**src/inc/ocf_pkg.sv**
```systemverilog
/*
 Constants for the overcurrent and internal overtemperature fault response block:
 command codes, field positions, status bit positions, reset values and timing.
 Assumes a 20 MHz device clock.
*/
package ocf_pkg;
   // Command codes
   localparam logic [7:0] CMD_CLEAR_FAULTS = 8'h03;
   localparam logic [7:0] CMD_OC_ACTION = 8'h47;
   localparam logic [7:0] CMD_OT_ACTION = 8'hD6;
   localparam logic [7:0] CMD_STATUS_BYTE = 8'h78;
   localparam logic [7:0] CMD_STATUS_WORD = 8'h79;
   localparam logic [7:0] CMD_STATUS_IOUT = 8'h7B;
   localparam logic [7:0] CMD_STATUS_CML = 8'h7E;
   localparam logic [7:0] CMD_STATUS_MFR = 8'h80;
   // Reset values
   localparam logic [7:0] OC_ACTION_RESET = 8'h00;
   localparam logic [7:0] OT_ACTION_RESET = 8'hC0;
   // Response byte fields
   localparam int RESP_MSB = 7;
   localparam int RESP_LSB = 6;
   localparam int RETRY_MSB = 5;
   localparam int RETRY_LSB = 3;
   localparam int DELAY_MSB = 2;
   localparam int DELAY_LSB = 0;
   localparam logic [1:0] RESP_LIMIT_ON = 2'b00;
   localparam logic [1:0] RESP_UNSUP = 2'b01;
   localparam logic [1:0] RESP_DEGLITCH = 2'b10;
   localparam logic [1:0] RESP_OFF_NOW = 2'b11;
   localparam logic [1:0] OT_RESP_OFF_RETRY = 2'b10;
   localparam logic [1:0] OT_RESP_WHILE = 2'b11;
   localparam logic [2:0] RETRY_NONE = 3'b000;
   localparam logic [2:0] RETRY_FOREVER = 3'b111;
   // Status bit positions
   localparam int SB_NONE_ABOVE = 0;
   localparam int SB_CML = 1;
   localparam int SB_IOUT_OC = 4;
   localparam int SW_MFR = 12;
   localparam int SW_IOUT = 14;
   localparam int SIOUT_OC_FAULT = 7;
   localparam int SCML_FAULT = 6;
   localparam int SMFR_OT_FAULT = 6;
   // Timing
   localparam int CLOCK_HZ = 20_000_000;
   localparam int DELAY_UNIT_MS = 16;
   localparam int DELAY_UNIT_CYCLES = DELAY_UNIT_MS * (CLOCK_HZ / 1000);
   // Output control states
   typedef enum logic [5:0] {
      ST_OFF = 6'b00_0001,
      ST_RUN = 6'b00_0010,
      ST_LIMIT = 6'b00_0100,
      ST_LATCH = 6'b00_1000,
      ST_RETRY = 6'b01_0000,
      ST_OT_WAIT = 6'b10_0000
   } ocf_state_t;
endpackage

```
**src/design/ocf_fault_response.sv**
```systemverilog
/*
 Fault response control for output overcurrent and internal overtemperature:
 sticky status bits, alert, response byte storage and the output enable state machine.
 Assumes synchronous inputs, an external restart interval timer pulsing restart_tick,
 and a decoded byte-wide command port from the serial interface.
*/
// What this block does
// RULE_01 - Overcurrent fault sets none-above, IOUT_OC, IOUT and overcurrent status bits, alert.
// RULE_02 - Overcurrent response 00 keeps running, current held at limit, indefinitely.
// RULE_03 - Response 10 limits for programmed delay, then applies retry policy if still limiting.
// RULE_04 - Response 11 disables output at once, then follows retry policy.
// RULE_05 - Retry 000 never restarts; output stays off until run_in or operation_on cycled, or reset.
// RULE_06 - Retry 111 restarts forever, spaced by retry interval, until off or other fault.
// RULE_07 - Overcurrent delay field counts units of 16 ms before shutdown.
// RULE_08 - Delay count used only by deglitched response, ignored otherwise.
// RULE_09 - Fault bits stay set until clear command, off-then-on, or power reset.
// RULE_10 - Overtemperature response byte is command 0xD6, default 0xC0.
// RULE_11 - Overtemperature fault sets none-above, MFR and overtemperature status bits, alert.
// RULE_12 - Overtemperature response 00 or 01 written is rejected with a CML fault.
// RULE_13 - Overtemperature response 10 disables output, then follows retry policy.
// RULE_14 - Overtemperature response 11 keeps output off only while fault persists.
// RULE_15 - Overtemperature retry supports only 000; other values raise CML fault.
// RULE_16 - Overtemperature delay bits are ignored.
// RULE_17 - Overcurrent response byte is read/write command 0x47, default 0x00.
// RULE_18 - Host writes only supported codes and treats CML as a rejected write.
`timescale 1ns/1ps
module ocf_fault_response
   import ocf_pkg::*;
#(
   parameter int UNIT_CYCLES = DELAY_UNIT_CYCLES
) (
   // Clock and reset
   input wire logic clock,
   input wire logic rst_b,
   // Command port
   input wire logic cmd_write,
   input wire logic cmd_read,
   input wire logic [7:0] cmd_code,
   input wire logic [7:0] cmd_wdata,
   output logic [15:0] rsp_rdata,
   output logic rsp_valid,
   // Fault sensing and control inputs
   input wire logic oc_detect,
   input wire logic ot_detect,
   input wire logic run_in,
   input wire logic operation_on,
   input wire logic restart_tick,
   // Power stage control
   output logic output_enable,
   output logic current_limit,
   // Alert pin, open drain, low when driven
   output logic alert_out,
   output logic alert_oe
);
   ocf_state_t state;
   ocf_state_t next_state;
   logic [7:0] oc_action;
   logic [7:0] ot_action;
   logic oc_flag;
   logic ot_flag;
   logic cml_flag;
   logic en_q;
   logic [31:0] unit_div;
   logic [2:0] unit_cnt;

   function automatic logic is_code(input logic [7:0] code, input logic [7:0] want);
      return code == want;
   endfunction

   wire en = run_in & operation_on;
   wire en_rise = en & ~en_q;
   wire wr_clear = cmd_write & is_code(cmd_code, CMD_CLEAR_FAULTS);
   wire wr_oc = cmd_write & is_code(cmd_code, CMD_OC_ACTION);
   wire wr_ot = cmd_write & is_code(cmd_code, CMD_OT_ACTION);
   wire [1:0] oc_resp = oc_action[RESP_MSB:RESP_LSB];
   wire [2:0] oc_retry = oc_action[RETRY_MSB:RETRY_LSB];
   wire [2:0] oc_delay = oc_action[DELAY_MSB:DELAY_LSB];
   wire [1:0] ot_resp = ot_action[RESP_MSB:RESP_LSB];
   wire [1:0] wr_ot_resp = cmd_wdata[RESP_MSB:RESP_LSB];
   wire [2:0] wr_ot_retry = cmd_wdata[RETRY_MSB:RETRY_LSB];
   // Delay bits of the overtemperature byte are stored and read back but never used
   wire ot_wr_ok = (wr_ot_resp == OT_RESP_OFF_RETRY || wr_ot_resp == OT_RESP_WHILE)
                   && wr_ot_retry == RETRY_NONE; // see RULE_16
   wire ot_wr_bad = wr_ot & ~ot_wr_ok; // see RULE_12 see RULE_15
   wire known_code = is_code(cmd_code, CMD_CLEAR_FAULTS) | is_code(cmd_code, CMD_OC_ACTION)
                     | is_code(cmd_code, CMD_OT_ACTION) | is_code(cmd_code, CMD_STATUS_BYTE)
                     | is_code(cmd_code, CMD_STATUS_WORD) | is_code(cmd_code, CMD_STATUS_IOUT)
                     | is_code(cmd_code, CMD_STATUS_CML) | is_code(cmd_code, CMD_STATUS_MFR);
   wire bad_cmd = (cmd_write | cmd_read) & ~known_code;
   wire out_on = (state == ST_RUN) | (state == ST_LIMIT);
   wire oc_event = en & out_on & oc_detect;
   wire ot_event = en & ot_detect;
   wire fault_clear = wr_clear | en_rise; // see RULE_09
   wire unit_tick = (unit_div == 32'(UNIT_CYCLES - 1));
   wire delay_done = (unit_cnt >= oc_delay); // see RULE_07
   wire oc_retry_off = (oc_retry == RETRY_NONE);

   // Status views
   wire [7:0] status_byte = {3'b000, oc_flag, 2'b00, cml_flag, oc_flag | ot_flag};
   wire [15:0] status_word = {1'b0, oc_flag, 1'b0, ot_flag, 4'h0, status_byte};
   wire [7:0] status_iout = {oc_flag, 7'h00};
   wire [7:0] status_cml = {1'b0, cml_flag, 6'h00};
   wire [7:0] status_mfr = {1'b0, ot_flag, 6'h00};
   wire [15:0] next_rdata =
      is_code(cmd_code, CMD_OC_ACTION) ? {8'h00, oc_action} :
      is_code(cmd_code, CMD_OT_ACTION) ? {8'h00, ot_action} :
      is_code(cmd_code, CMD_STATUS_BYTE) ? {8'h00, status_byte} :
      is_code(cmd_code, CMD_STATUS_WORD) ? status_word :
      is_code(cmd_code, CMD_STATUS_IOUT) ? {8'h00, status_iout} :
      is_code(cmd_code, CMD_STATUS_CML) ? {8'h00, status_cml} :
      is_code(cmd_code, CMD_STATUS_MFR) ? {8'h00, status_mfr} : 16'h0000;

   // Shutdown destination for an overcurrent fault
   wire ocf_state_t oc_off_state = oc_retry_off ? ST_LATCH : ST_RETRY; // see RULE_05 see RULE_06
   // Overtemperature retry only supports no restart
   wire ocf_state_t ot_off_state = (ot_resp == OT_RESP_WHILE) ? ST_OT_WAIT : ST_LATCH; // see RULE_13 see RULE_14

   always_comb begin
      next_state = state;
      case (state)
         ST_OFF: begin
            if (en) begin
               next_state = ST_RUN;
            end
         end
         ST_RUN: begin
            if (ot_detect) begin
               next_state = ot_off_state;
            end else if (oc_detect && oc_resp == RESP_DEGLITCH) begin
               next_state = ST_LIMIT; // see RULE_03
            end else if (oc_detect && oc_resp == RESP_OFF_NOW) begin
               next_state = oc_off_state; // see RULE_04
            end
         end
         ST_LIMIT: begin
            if (ot_detect) begin
               next_state = ot_off_state;
            end else if (!oc_detect) begin
               next_state = ST_RUN;
            end else if (delay_done) begin
               next_state = oc_off_state; // see RULE_03
            end
         end
         ST_LATCH: begin
            next_state = ST_LATCH; // see RULE_05
         end
         ST_RETRY: begin
            if (ot_detect) begin
               next_state = ot_off_state;
            end else if (restart_tick) begin
               next_state = ST_RUN; // see RULE_06
            end
         end
         ST_OT_WAIT: begin
            if (!ot_detect) begin
               next_state = ST_RUN; // see RULE_14
            end
         end
         default: begin
            next_state = ST_OFF;
         end
      endcase
      if (!en) begin
         next_state = ST_OFF;
      end
   end

   wire next_on = (next_state == ST_RUN) | (next_state == ST_LIMIT);
   // Constant current applies in 00 (and unsupported 01) and during the deglitch delay
   wire next_cur_limit = (next_state == ST_LIMIT)
                         | ((next_state == ST_RUN) & oc_detect
                            & (oc_resp == RESP_LIMIT_ON | oc_resp == RESP_UNSUP)); // see RULE_02

   always_ff @(posedge clock) begin
      if (!rst_b) begin
         state <= ST_OFF;
         output_enable <= 1'b0;
         current_limit <= 1'b0;
         en_q <= 1'b0;
      end else begin
         state <= next_state;
         output_enable <= next_on;
         current_limit <= next_cur_limit;
         en_q <= en;
      end
   end

   // Delay unit divider, restarted on entry to the deglitch state
   always_ff @(posedge clock) begin
      if (!rst_b || state != ST_LIMIT) begin
         unit_div <= '0;
         unit_cnt <= '0;
      end else if (unit_tick) begin
         unit_div <= '0;
         if (unit_cnt != 3'b111) begin
            unit_cnt <= unit_cnt + 3'd1; // see RULE_08
         end
      end else begin
         unit_div <= unit_div + 32'd1;
      end
   end

   always_ff @(posedge clock) begin
      if (!rst_b) begin
         oc_action <= OC_ACTION_RESET; // see RULE_17
         ot_action <= OT_ACTION_RESET; // see RULE_10
      end else begin
         if (wr_oc) begin
            oc_action <= cmd_wdata;
         end
         if (wr_ot && ot_wr_ok) begin
            ot_action <= cmd_wdata;
         end
      end
   end

   // Sticky flags: a set in the clearing cycle wins
   always_ff @(posedge clock) begin
      if (!rst_b) begin
         oc_flag <= 1'b0;
         ot_flag <= 1'b0;
         cml_flag <= 1'b0;
      end else begin
         oc_flag <= oc_event | (oc_flag & ~fault_clear); // see RULE_01 see RULE_09
         ot_flag <= ot_event | (ot_flag & ~fault_clear); // see RULE_11 see RULE_09
         cml_flag <= ot_wr_bad | bad_cmd | (cml_flag & ~fault_clear); // see RULE_12
      end
   end

   always_ff @(posedge clock) begin
      if (!rst_b) begin
         alert_out <= 1'b0;
         alert_oe <= 1'b0;
         rsp_rdata <= 16'h0000;
         rsp_valid <= 1'b0;
      end else begin
         alert_out <= 1'b0;
         alert_oe <= oc_flag | ot_flag | cml_flag; // see RULE_01 see RULE_11
         rsp_valid <= cmd_read;
         if (cmd_read) begin
            rsp_rdata <= next_rdata;
         end
      end
   end
endmodule

```
**config.mk**
```make
export PLATFORM = sky130hd
export DESIGN_NAME = ocf_fault_response
export DESIGN_NICKNAME = d
export VERILOG_FILES = /design/src/inc/ocf_pkg.sv /design/src/design/ocf_fault_response.sv
export SDC_FILE = /design/constraint.sdc
export NUM_CORES = 1
export LEC_CHECK = 0
export ABC_AREA = 1
export BUFFER_PORTS_ARGS = -buffer_cell sky130_fd_sc_hd__buf_4
export CAP_MARGIN = 5
export CORE_ASPECT_RATIO = 1.25
export CORE_MARGIN = 10
export CORE_UTILIZATION = 35
export CTS_CLUSTER_SIZE = 10
export DETAILED_ROUTE_END_ITERATION = 10
export PLACE_DENSITY = 0.58
export SYNTH_ARGS = -nofsm -noshare
export SYNTH_HDL_FRONTEND = slang
export SYNTH_SLANG_ARGS = --single-unit
```
**constraint.sdc**
```tcl
create_clock -name clock -period 1.85 [get_ports clock]
set_input_delay 0.37 -clock clock [delete_from_list [all_inputs] [get_ports clock]]
set_output_delay 0.37 -clock clock [all_outputs]
set_load 0.01 [all_outputs]
```
# [Yosys cells after proc, flatten, opt, wreduce, memory -nomap -nowiden]
# Index checks and enable logic that the tools add are counted.
[op_classes] eq_ne=25 mux=20 addsub=2 n_div=0 n_reduce_logical=12 n_bitwise=38 n_lt_le_gt_ge=1 shift=0 n_mul=0
[ops] cell="6-bit two-way mux" n=11
[ops] cell="15-bit two-way mux" n=4
[ops] cell="8-bit by 7-bit == test with 1-bit output, second input constant" n=5
[ops] cell="6-bit case mux with 6 select lines" n=1
[ops] cell="32-bit by 1-bit adder with 32-bit output, second input constant" n=1
[ops] cell="32-bit by 19-bit == test with 1-bit output, second input constant" n=1
[ops] cell="1-bit bitwise OR" n=19
[ops] cell="8-bit == test, second input constant" n=2
[ops] cell="1-bit AND" n=15
[ops] cell="7-bit two-way mux" n=2
[ops] cell="6-bit by 2-bit == test with 1-bit output, second input constant" n=2
[ops] cell="6-bit by 3-bit == test with 1-bit output, second input constant" n=2
[ops] cell="2-bit == test, second input constant" n=5
[ops] cell="8-bit by 2-bit == test with 1-bit output, second input constant" n=1
[ops] cell="8-bit two-way mux" n=1
[ops] cell="6-bit by 1-bit == test with 1-bit output, second input constant" n=1
[ops] cell="6-bit by 4-bit == test with 1-bit output, second input constant" n=1
[ops] cell="6-bit by 5-bit == test with 1-bit output, second input constant" n=1
[ops] cell="6-bit == test, second input constant" n=1
[ops] cell="3-bit logical NOT" n=2
[ops] cell="6-bit by 3-bit inequality test with 1-bit output, second input constant" n=1
[ops] cell="5-bit two-way mux" n=1
[ops] cell="1-bit logical AND" n=4
[ops] cell="1-bit inverter" n=4
[ops] cell="other kinds (9)" n=10
[word_totals] wordCells=112 latch_bits=0 mem_bits_rw=0 mem_bits_ro=0 output_inout_bits=21 memories=0 regBits=81 inputBits=25

# [Longest topological paths before layout]
# Gate-level depths: netlist of run 1.
[logic_depth] word_depth=12 mapped_depth=14 ltp_nobuf=14

# [Worst setup path before layout of run 1]
# No wires, ideal clock.
[synth_path] kind="flip-flop to flip-flop" startpoint="reg unit_div[0]" endpoint="reg unit_div[28]" path_stages_with_launch=15 arrival_time_ns=1.605 period_less_slack_ns=1.713 path_buffers=0 required_ns=1.741 path_slack_ns=0.137 setup_ns=0.109 cell_sequence="dfxtp_1 ha_1 nand2_1 inv_1 nand3_4 nor2_4 nand2_2 nor2_4 nand2_2 nor3_4 nand3_2 nor2_1 nand3_1 nand2_1 inv_1"
[synth_between] elab_chain_cells=2 word_cells_on_any_way=3 cone_classes="1 x add/sub; 1 x eq/ne; 1 x reduce/logical"
[synth_rtl] item="start, declared" line_no="ocf_fault_response.sv:63" rtl="logic [31:0] unit_div;"
[synth_rtl] item="start signal, assigned" line_no="ocf_fault_response.sv:199" rtl="unit_div <= unit_div + 32'd1;"
[synth_rtl] item="parallel branches: the longest is 2 deep, another holds 32-bit by 1-bit adder with 32-bit output"
# Parallel ways; which one is timed is not known.
# A chain may end at the register's enable or synchronous reset.

# [Worst setup path after layout of run 1]
[layout_path] startpoint="reg unit_div[0]" endpoint="reg unit_div[30]"
# Same word-level chain as after synthesis.

==> out/metrics.cfg, run 1 <==
[run_status]
status = finished, final reports clean

[logic_synthesis]
synth_compound_area_share_pct = 14.14
synth_top_family_by_area = simple AND/OR/NAND/NOR gates
synthDistinctLibCells = 46
postSynthCellCount = 550
synth_xor_area_share_pct = 1.127
yosysWarnings = 0
synthAdderAreaFrac_pct = 1.932
synthArstFlopShare_pct = 0
synthMuxAreaShare_pct = 0
syn_area_um2 = 3885
ys_ff_latch = 75
synth-edff-count = 0
syn_area_per_cell_um2 = 7.064
synth-main-ff-cell = dfxtp_1
seq_area_frac_synth_pct = 38.65
synthSimpleGateAreaFrac_pct = 33.08

[critical_path]
worstPathRequired_ns = 2.13
start_kind = flip-flop
path_max_fanout = 4
critPathKind = flip-flop to flip-flop
cp_data_arrival_time_ns = 2.07
r2r_cells = 12
endpoint_kind = flip-flop

[global_routing]
grt.busiest_layer = met2
met2_usage_pct = 23.48
grt_pass1_vias = 3729
antenna_found_initial = 0
grtUsageMet3_pct = 3.394
grt-ovfl-total = 0
use_met1_pct = 14.20
grt.total_usage_pct = 13.09
grt_pass1_wl_um = 16900
grt_max_degree = 20

[floorplanning]
fp.coreArea_um2 = 10720
start_util_pct = 36.24
num_rows = 42
dieArea_um2 = 15740
io_pins = 46
die_h_um = 137.8
die_w_um = 114.2

[sta]
max_freq_ghz = 0.5572
skew_ns = 0.007982
slew_viol_final = 0
setup_violations = 0
final-hold-violation-count = 0
period_needed_ns = 1.795
rsz0062_at_grt = true
fin_crit_sh_pct = 97.01
setup_tns_ns = 0

[power_and_ir_drop]
power.static_leakage_nw = 2.088
power_frac_clock_pct = 51.5
peakVddDrop_mv = 0.3720
p_total_mw = 3.723
pwr-share-seq_pct = 43.9
combPwrFrac_pct = 4.6
p_sw_share_pct = 20.81
p_int_mw = 2.948
p_sw_mw = 0.7748
power.density_nw_per_um2 = 759.3

[route]
drc = 0
drt_iter0_markers = 166
via_count = 3748
vias_per_cell = 4.964
detail_route.wl_per_cell_um = 13.61
wl_um = 10280
dr.pass1.iters = 5
drtAntennaViolNets = 0

[placed_design]
place_congestion = 0.9025
port_buffers = 38
hpwlAfterDp_um = 8017

[run]
drv_cap = 0

[layout]
synthToLayoutAreaGrowth_pct = 26.22
diodes = 0
drive_above_1_share_pct = 21.99
multi_input_area_um2 = 2053
seq_area_um2 = 1516
nets = 649
fillers = 1098

[clock_tree]
cts_hold_buf = 0
cts_max_path_buffers = 2
clk_pin_slew_ns = 0.06
clockRootBuffer = clkbuf_16
cts_tree = done
cts.sinks = 75
numCtsBuffers = 9
insertion_delay_ns = 0.34
cts_max_level = 3

[min_path]
whs_path_depth = 3
hp-class = input port to flip-flop

repair_timing:
item	CTS	global route
gates resized for setup	1	31
pin swaps	0	11
endpoints found under the setup margin	3	29
setup buffers	0	1
cell type report:
cell class              count  share of cell area [%]
clock inverters             4                   1.480
flip-flops and latches     75                   30.93
repair buffers             67                   10.26
inverters                  89                   6.864
clock buffers              12                   5.231
well taps                 132                   3.368
multi-input cells         376                   41.87
Yosys cell counts, types with 2 or more instances:
library cell  count  area (um2)
buf_4             8       60.06
nor2_1           72       270.3
nor3_1           20       100.1
xor2_1            4       35.03
buf_2             2       10.01
o21ai_1           2       10.01
nand4_2           3       37.54
a21oi_1          37       185.2
clkbuf_1          6       22.52
ha_1              6       75.07
nand3_1          30       150.1
o22ai_1           3       18.77
nor3b_1           3       22.52
inv_1            88       330.3
o21bai_1          2       15.01
a221oi_1          3       26.28
nand2_1          83       311.6
nand3_2           2       20.02
nand4_1          13       81.33
nor4_1           12       75.07
dfxtp_1          75        1501
o211ai_1          4       30.03
nor2_2            6       37.54
nor2_4            5       56.30
a211oi_1          3       22.52
o21ai_0          30       150.1
nand2_2           8       50.05
a21boi_0          2       15.01
routing by layer:
layer | wire, um | part of all wire (%)
met1 | 4378 | 43
met2 | 5303 | 52
met3 | 390 | 3.8
met4 | 202 | 2.0
met5 | 0 | 0
cell usage in the layout (no fill, tap or decap), types with 7 or more instances in the layout:
master and instances:
nor2_1 67, nand2_1 82, inv_1 87, dfxtp_1 63, nand3_1 30, clkbuf_16 9
o21ai_0 29, nor4_1 10, nor2_2 11, a21oi_1 35, nand4_1 13, dfxtp_2 12
buf_4 67, nor3_1 19, conb_1 7, nand2_2 7
power by group through the flow:
stage / logic, mW / clock network (mW) / registers [mW]
4_1_cts: 0.168 / 1.96 / 1.63
3_3_place_gp: 0.168 / 0 / 1.67
3_5_place_dp: 0.168 / 0 / 1.67
6_report: 0.171 / 1.92 / 1.63
5_1_grt: 0.191 / 2.03 / 1.63
2_1_floorplan: 0.0863 / 0 / 1.67
state kept, by name, indices dropped and copies added (netlist names):
| register | cells |
|---|---|
| rsp_valid | 1 |
| current_limit | 1 |
| unit_cnt | 3 |
| rsp_rdata | 10 |
| ot_action | 8 |
| oc_action | 8 |
| output_enable | 1 |
| cml_flag | 1 |
| alert_oe | 1 |
| unit_div | 32 |
| ot_flag | 1 |
| en_q | 1 |
| state | 6 |
| oc_flag | 1 |
metrics by stage:
step / instances / utilization (%) / setup WS, ns / hold WS, ns / instance area [um2]
final: 755 / 45.74 / 0.05530 / 0.2737 / 4903
after global routing: 755 / 45.74 / -0.1133 / 0.2801 / 4903
after CTS: 754 / 44.82 / 0.02285 / 0.2637 / 4805
after detailed placement: 738 / 41.75 / -0.003426 / 0.4350 / 4476
after global placement: 738 / 41.75 / 0.04453 / 0.4199 / 4476
after floorplan: 556 / - / 0.1366 / 0.4084 / 3908
final timing paths:
| check | start | to | slack, ns |
|---|---|---|---|
| setup / recovery | unit_div[0]$_SDFF_PP0_ | unit_div[30]$_SDFF_PP0_ | 0.06 |
| hold / removal | cmd_wdata[6] | ot_action[6]$_SDFFE_PN1P_ | 0.27 |
| setup reg to reg | unit_div[0]$_SDFF_PP0_ | unit_div[30]$_SDFF_PP0_ | 0.06 |
| hold reg to reg | ot_action[4]$_SDFFE_PN0P_ | ot_action[4]$_SDFFE_PN0P_ | 0.44 |
logic make-up after synthesis:
logic type / after synthesis
and+or+nand+nor: 263
buffers and inverters: 105
AOI/OAI and AO/OA: 95
DFF: 75
adders and majority gates: 6
xor gates and xnor gates: 5
other: 1
worst max-delay path: stages, from the launching register on:
cell and delay (ns):
dfxtp_2 0.36, ha_4 0.15, nand2_4 0.05, inv_4 0.07, nand2_4 0.06, nor2_4 0.12, nand4_1 0.10, nor2_2 0.21
nand4_2 0.17, nor2_2 0.15, xor2_1 0.16, inv_1 0.06, nor2_2 0.06
Note: power is estimated with default switching activity, not from simulation.
==> run 2: changes to the inputs <==
- PLACE_DENSITY: 0.58 -> 0.61
==> out/metrics.cfg, run 2 (synthesized netlist as in run 1, its figures left out) <==
[power_and_ir_drop]
power.density_nw_per_um2 = 731.8  ; was 759.3 nW/um2
pwr-share-seq_pct = 44.9  ; was 43.9%
power.static_leakage_nw = 2.117  ; was 2.088 nW
p_total_mw = 3.630  ; was 3.723 mW
combPwrFrac_pct = 4.8  ; was 4.6%
p_sw_share_pct = 22.47  ; was 20.81%
peakVddDrop_mv = 0.3936  ; was 0.3720 mV
power_frac_clock_pct = 50.3  ; was 51.5%
p_int_mw = 2.814  ; was 2.948 mW
p_sw_mw = 0.8158  ; was 0.7748 mW

[route]
drc = 0  ; unchanged
vias_per_cell = 5.053  ; was 4.964
drtAntennaViolNets = 0  ; unchanged
drt_iter0_markers = 152  ; was 166
via_count = 3840  ; was 3,748
wl_um = 10360  ; was 10,280 um
dr.pass1.iters = 4  ; was 5
detail_route.wl_per_cell_um = 13.64  ; was 13.61 um

[layout]
regMostFlops = unit_div  ; unchanged
diodes = 0  ; unchanged
top_regs = unit_div (32), rsp_rdata (10)  ; unchanged
synthToLayoutAreaGrowth_pct = 27.67  ; was 26.22%
layout_commonest_cell = inv_1  ; unchanged
drive_above_1_share_pct = 22.13  ; was 21.99%
nets = 654  ; was 649
final_cell_mix = inv_1, nand2_1, buf_4  ; was inv_1, nand2_1, nor2_1, buf_4, dfxtp_1
largest_reg_flops = 32  ; unchanged
postLayoutCellArea_um2 = 4960  ; was 4903 um2

[critical_path]
critPathMaxStageDelay_ns = 0.54  ; was 0.36 ns
r2r-end = unit_div[30]$_SDFF_PP0_  ; unchanged
start_kind = flip-flop  ; unchanged
r2r_slack_ns = 0.05  ; was 0.06 ns
crit_buf_inv = 3  ; was 2
critPathSlowestCell = nor3_1  ; was dfxtp_2
crit_start = unit_div[19]$_SDFF_PP0_  ; was unit_div[0]$_SDFF_PP0_
r2r_cells = 8  ; was 12
path_cells = inv_1 -> buf_4 -> nor3_1 -> nand4_4 -> nor2_4 -> xor2_1 -> inv_1 -> nor2_2  ; was ha_4 -> nand2_4 -> inv_4 -> nand2_4 -> nor2_4 -> nand4_1 -> nor2_2 -> nand4_2 -> nor2_2 -> xor2_1 -> inv_1 -> nor2_2
worstPathRequired_ns = 2.13  ; about the same
endpoint_kind = flip-flop  ; unchanged
timing.rr.start = unit_div[19]$_SDFF_PP0_  ; was unit_div[0]$_SDFF_PP0_
critPathTopFamily = simple AND/OR/NAND/NOR gates  ; unchanged
critPathKind = flip-flop to flip-flop  ; unchanged
cp_data_arrival_time_ns = 2.08  ; was 2.07 ns
crit_top_cell = inv_1  ; was nor2_2
path_max_fanout = 6  ; was 4

[clock_tree]
numCtsBuffers = 9  ; unchanged
insertion_delay_ns = 0.34  ; about the same
cts_max_path_buffers = 2  ; unchanged
clockRootBuffer = clkbuf_16  ; unchanged
cts_max_level = 3  ; unchanged
cts_tree = done  ; unchanged
clk_pin_slew_ns = 0.06  ; about the same
cts_hold_buf = 0  ; unchanged
cts.sinks = 75  ; unchanged

[global_routing]
grt_max_degree = 15  ; was 20
grt-ovfl-total = 0  ; unchanged
grt_pass1_wl_um = 17040  ; was 16,900 um
grt.total_usage_pct = 13.24  ; was 13.09%
antenna_found_initial = 0  ; unchanged
grt_pass1_vias = 3876  ; was 3,729

[sta]
fin_crit_sh_pct = 97.05  ; was 97.01%
rsz0062_at_grt = true  ; unchanged
final-hold-violation-count = 0  ; unchanged
hold_ws_ns = 0.2802  ; was 0.2737 ns
tightestPinTransition_ns = 0.6166
setup_violations = 0  ; unchanged
max_freq_ghz = 0.5570  ; was 0.5572 GHz
finalWorstSetupSlack_ns = 0.05465  ; was 0.05530 ns
slew_headroom_pct = 58.58
period_needed_ns = 1.795  ; about the same
slew_viol_final = 0  ; unchanged
skew_ns = 0.007807  ; was 0.007982 ns

[floorplanning]
dieArea_um2 = 15740  ; unchanged
die_h_um = 137.8  ; unchanged
io_pins = 46  ; unchanged
start_util_pct = 36.24  ; unchanged
die_w_um = 114.2  ; unchanged
fp.coreArea_um2 = 10720  ; unchanged
num_rows = 42  ; unchanged

[run_status]
status = finished, final reports clean  ; unchanged

[placed_design]
dp_slack_ns = -0.02175  ; was -0.003426 ns
hpwlAfterDp_um = 7888  ; was 8017 um
port_buffers = 38  ; unchanged
place_area_um2 = 4481  ; was 4476 um2
place_congestion = 0.9282  ; was 0.9025

[run]
drv_cap = 0  ; unchanged

[min_path]
hp-class = input port to flip-flop  ; unchanged
min_from = cmd_wdata[6]  ; unchanged
whs_path_depth = 3  ; unchanged
worst_hold_path.endpoint = ot_action[6]$_SDFFE_PN1P_  ; unchanged

==> run 2: per-stage QoR <==
step	utilization [%]	TNS [ns]	cells
after global placement	41.80	0	737
final	46.27	0	760
after CTS	44.79	0	754
after floorplan	-	0	556
after detailed placement	41.80	-0.02740	737
after global routing	46.27	-0.3025	760
==> run 2: per-layer routing <==
metal  routed length [um]  global-route usage (%)  up-vias
met5                    0                       0        -
met2                 5308                   23.48       84
met1                 4263                   14.15     1779
met4                  300                   6.625        0
met3                  491                   3.481       23
li1                     -                       -     1954
==> run 2: tightest hold or removal path, delay by kind of cell <==
kind / cells / cell delay (ns)
and+or+nand+nor: 1 / 0.04
AOI/OAI and AO/OA: 1 / 0.08
buffers and inverters: 1 / 0.09
==> run 2: power groups by stage <==
stage / Clock [mW] / Sequential (mW) / Combinational [mW]
2_1_floorplan: 0 / 1.67 / 0.0863
3_5_place_dp: 0 / 1.67 / 0.170
5_1_grt: 1.93 / 1.63 / 0.193
6_report: 1.83 / 1.63 / 0.173
4_1_cts: 1.86 / 1.63 / 0.170
3_3_place_gp: 0 / 1.67 / 0.170
==> run 2: worst max-delay path by stage <==
stage,endpoint,slack [ns],cells after the start
final,unit_div[30]$_SDFF_PP0_,0.05,8
after global routing,unit_div[30]$_SDFF_PP0_,-0.08,8
after CTS,current_limit$_SDFF_PN0_,0.006,14
after detailed placement,unit_div[30]$_SDFF_PP0_,-0.02,12
after global placement,unit_div[28]$_SDFF_PP0_,0.04,14
after floorplan,unit_div[28]$_SDFF_PP0_,0.14,14
==> run 2: timing repair <==
| item | CTS | global route |
|---|---|---|
| setup buffers | 1 | 6 |
| pin swaps | 1 | 15 |
| gates resized for setup | 1 | 34 |
| setup endpoints to repair | 3 | 24 |
==> run 2: layout make-up <==
| cell class | count | area, um2 |
|---|---|---|
| repair buffers | 72 | 553.0 |
| inverters | 89 | 339.1 |
| flip-flops and latches | 75 | 1515 |
| well taps | 132 | 165.2 |
| clock buffers | 11 | 252.7 |
| clock inverters | 5 | 61.31 |
| fillers | 1076 | 5761 |
| multi-input cells | 376 | 2073 |
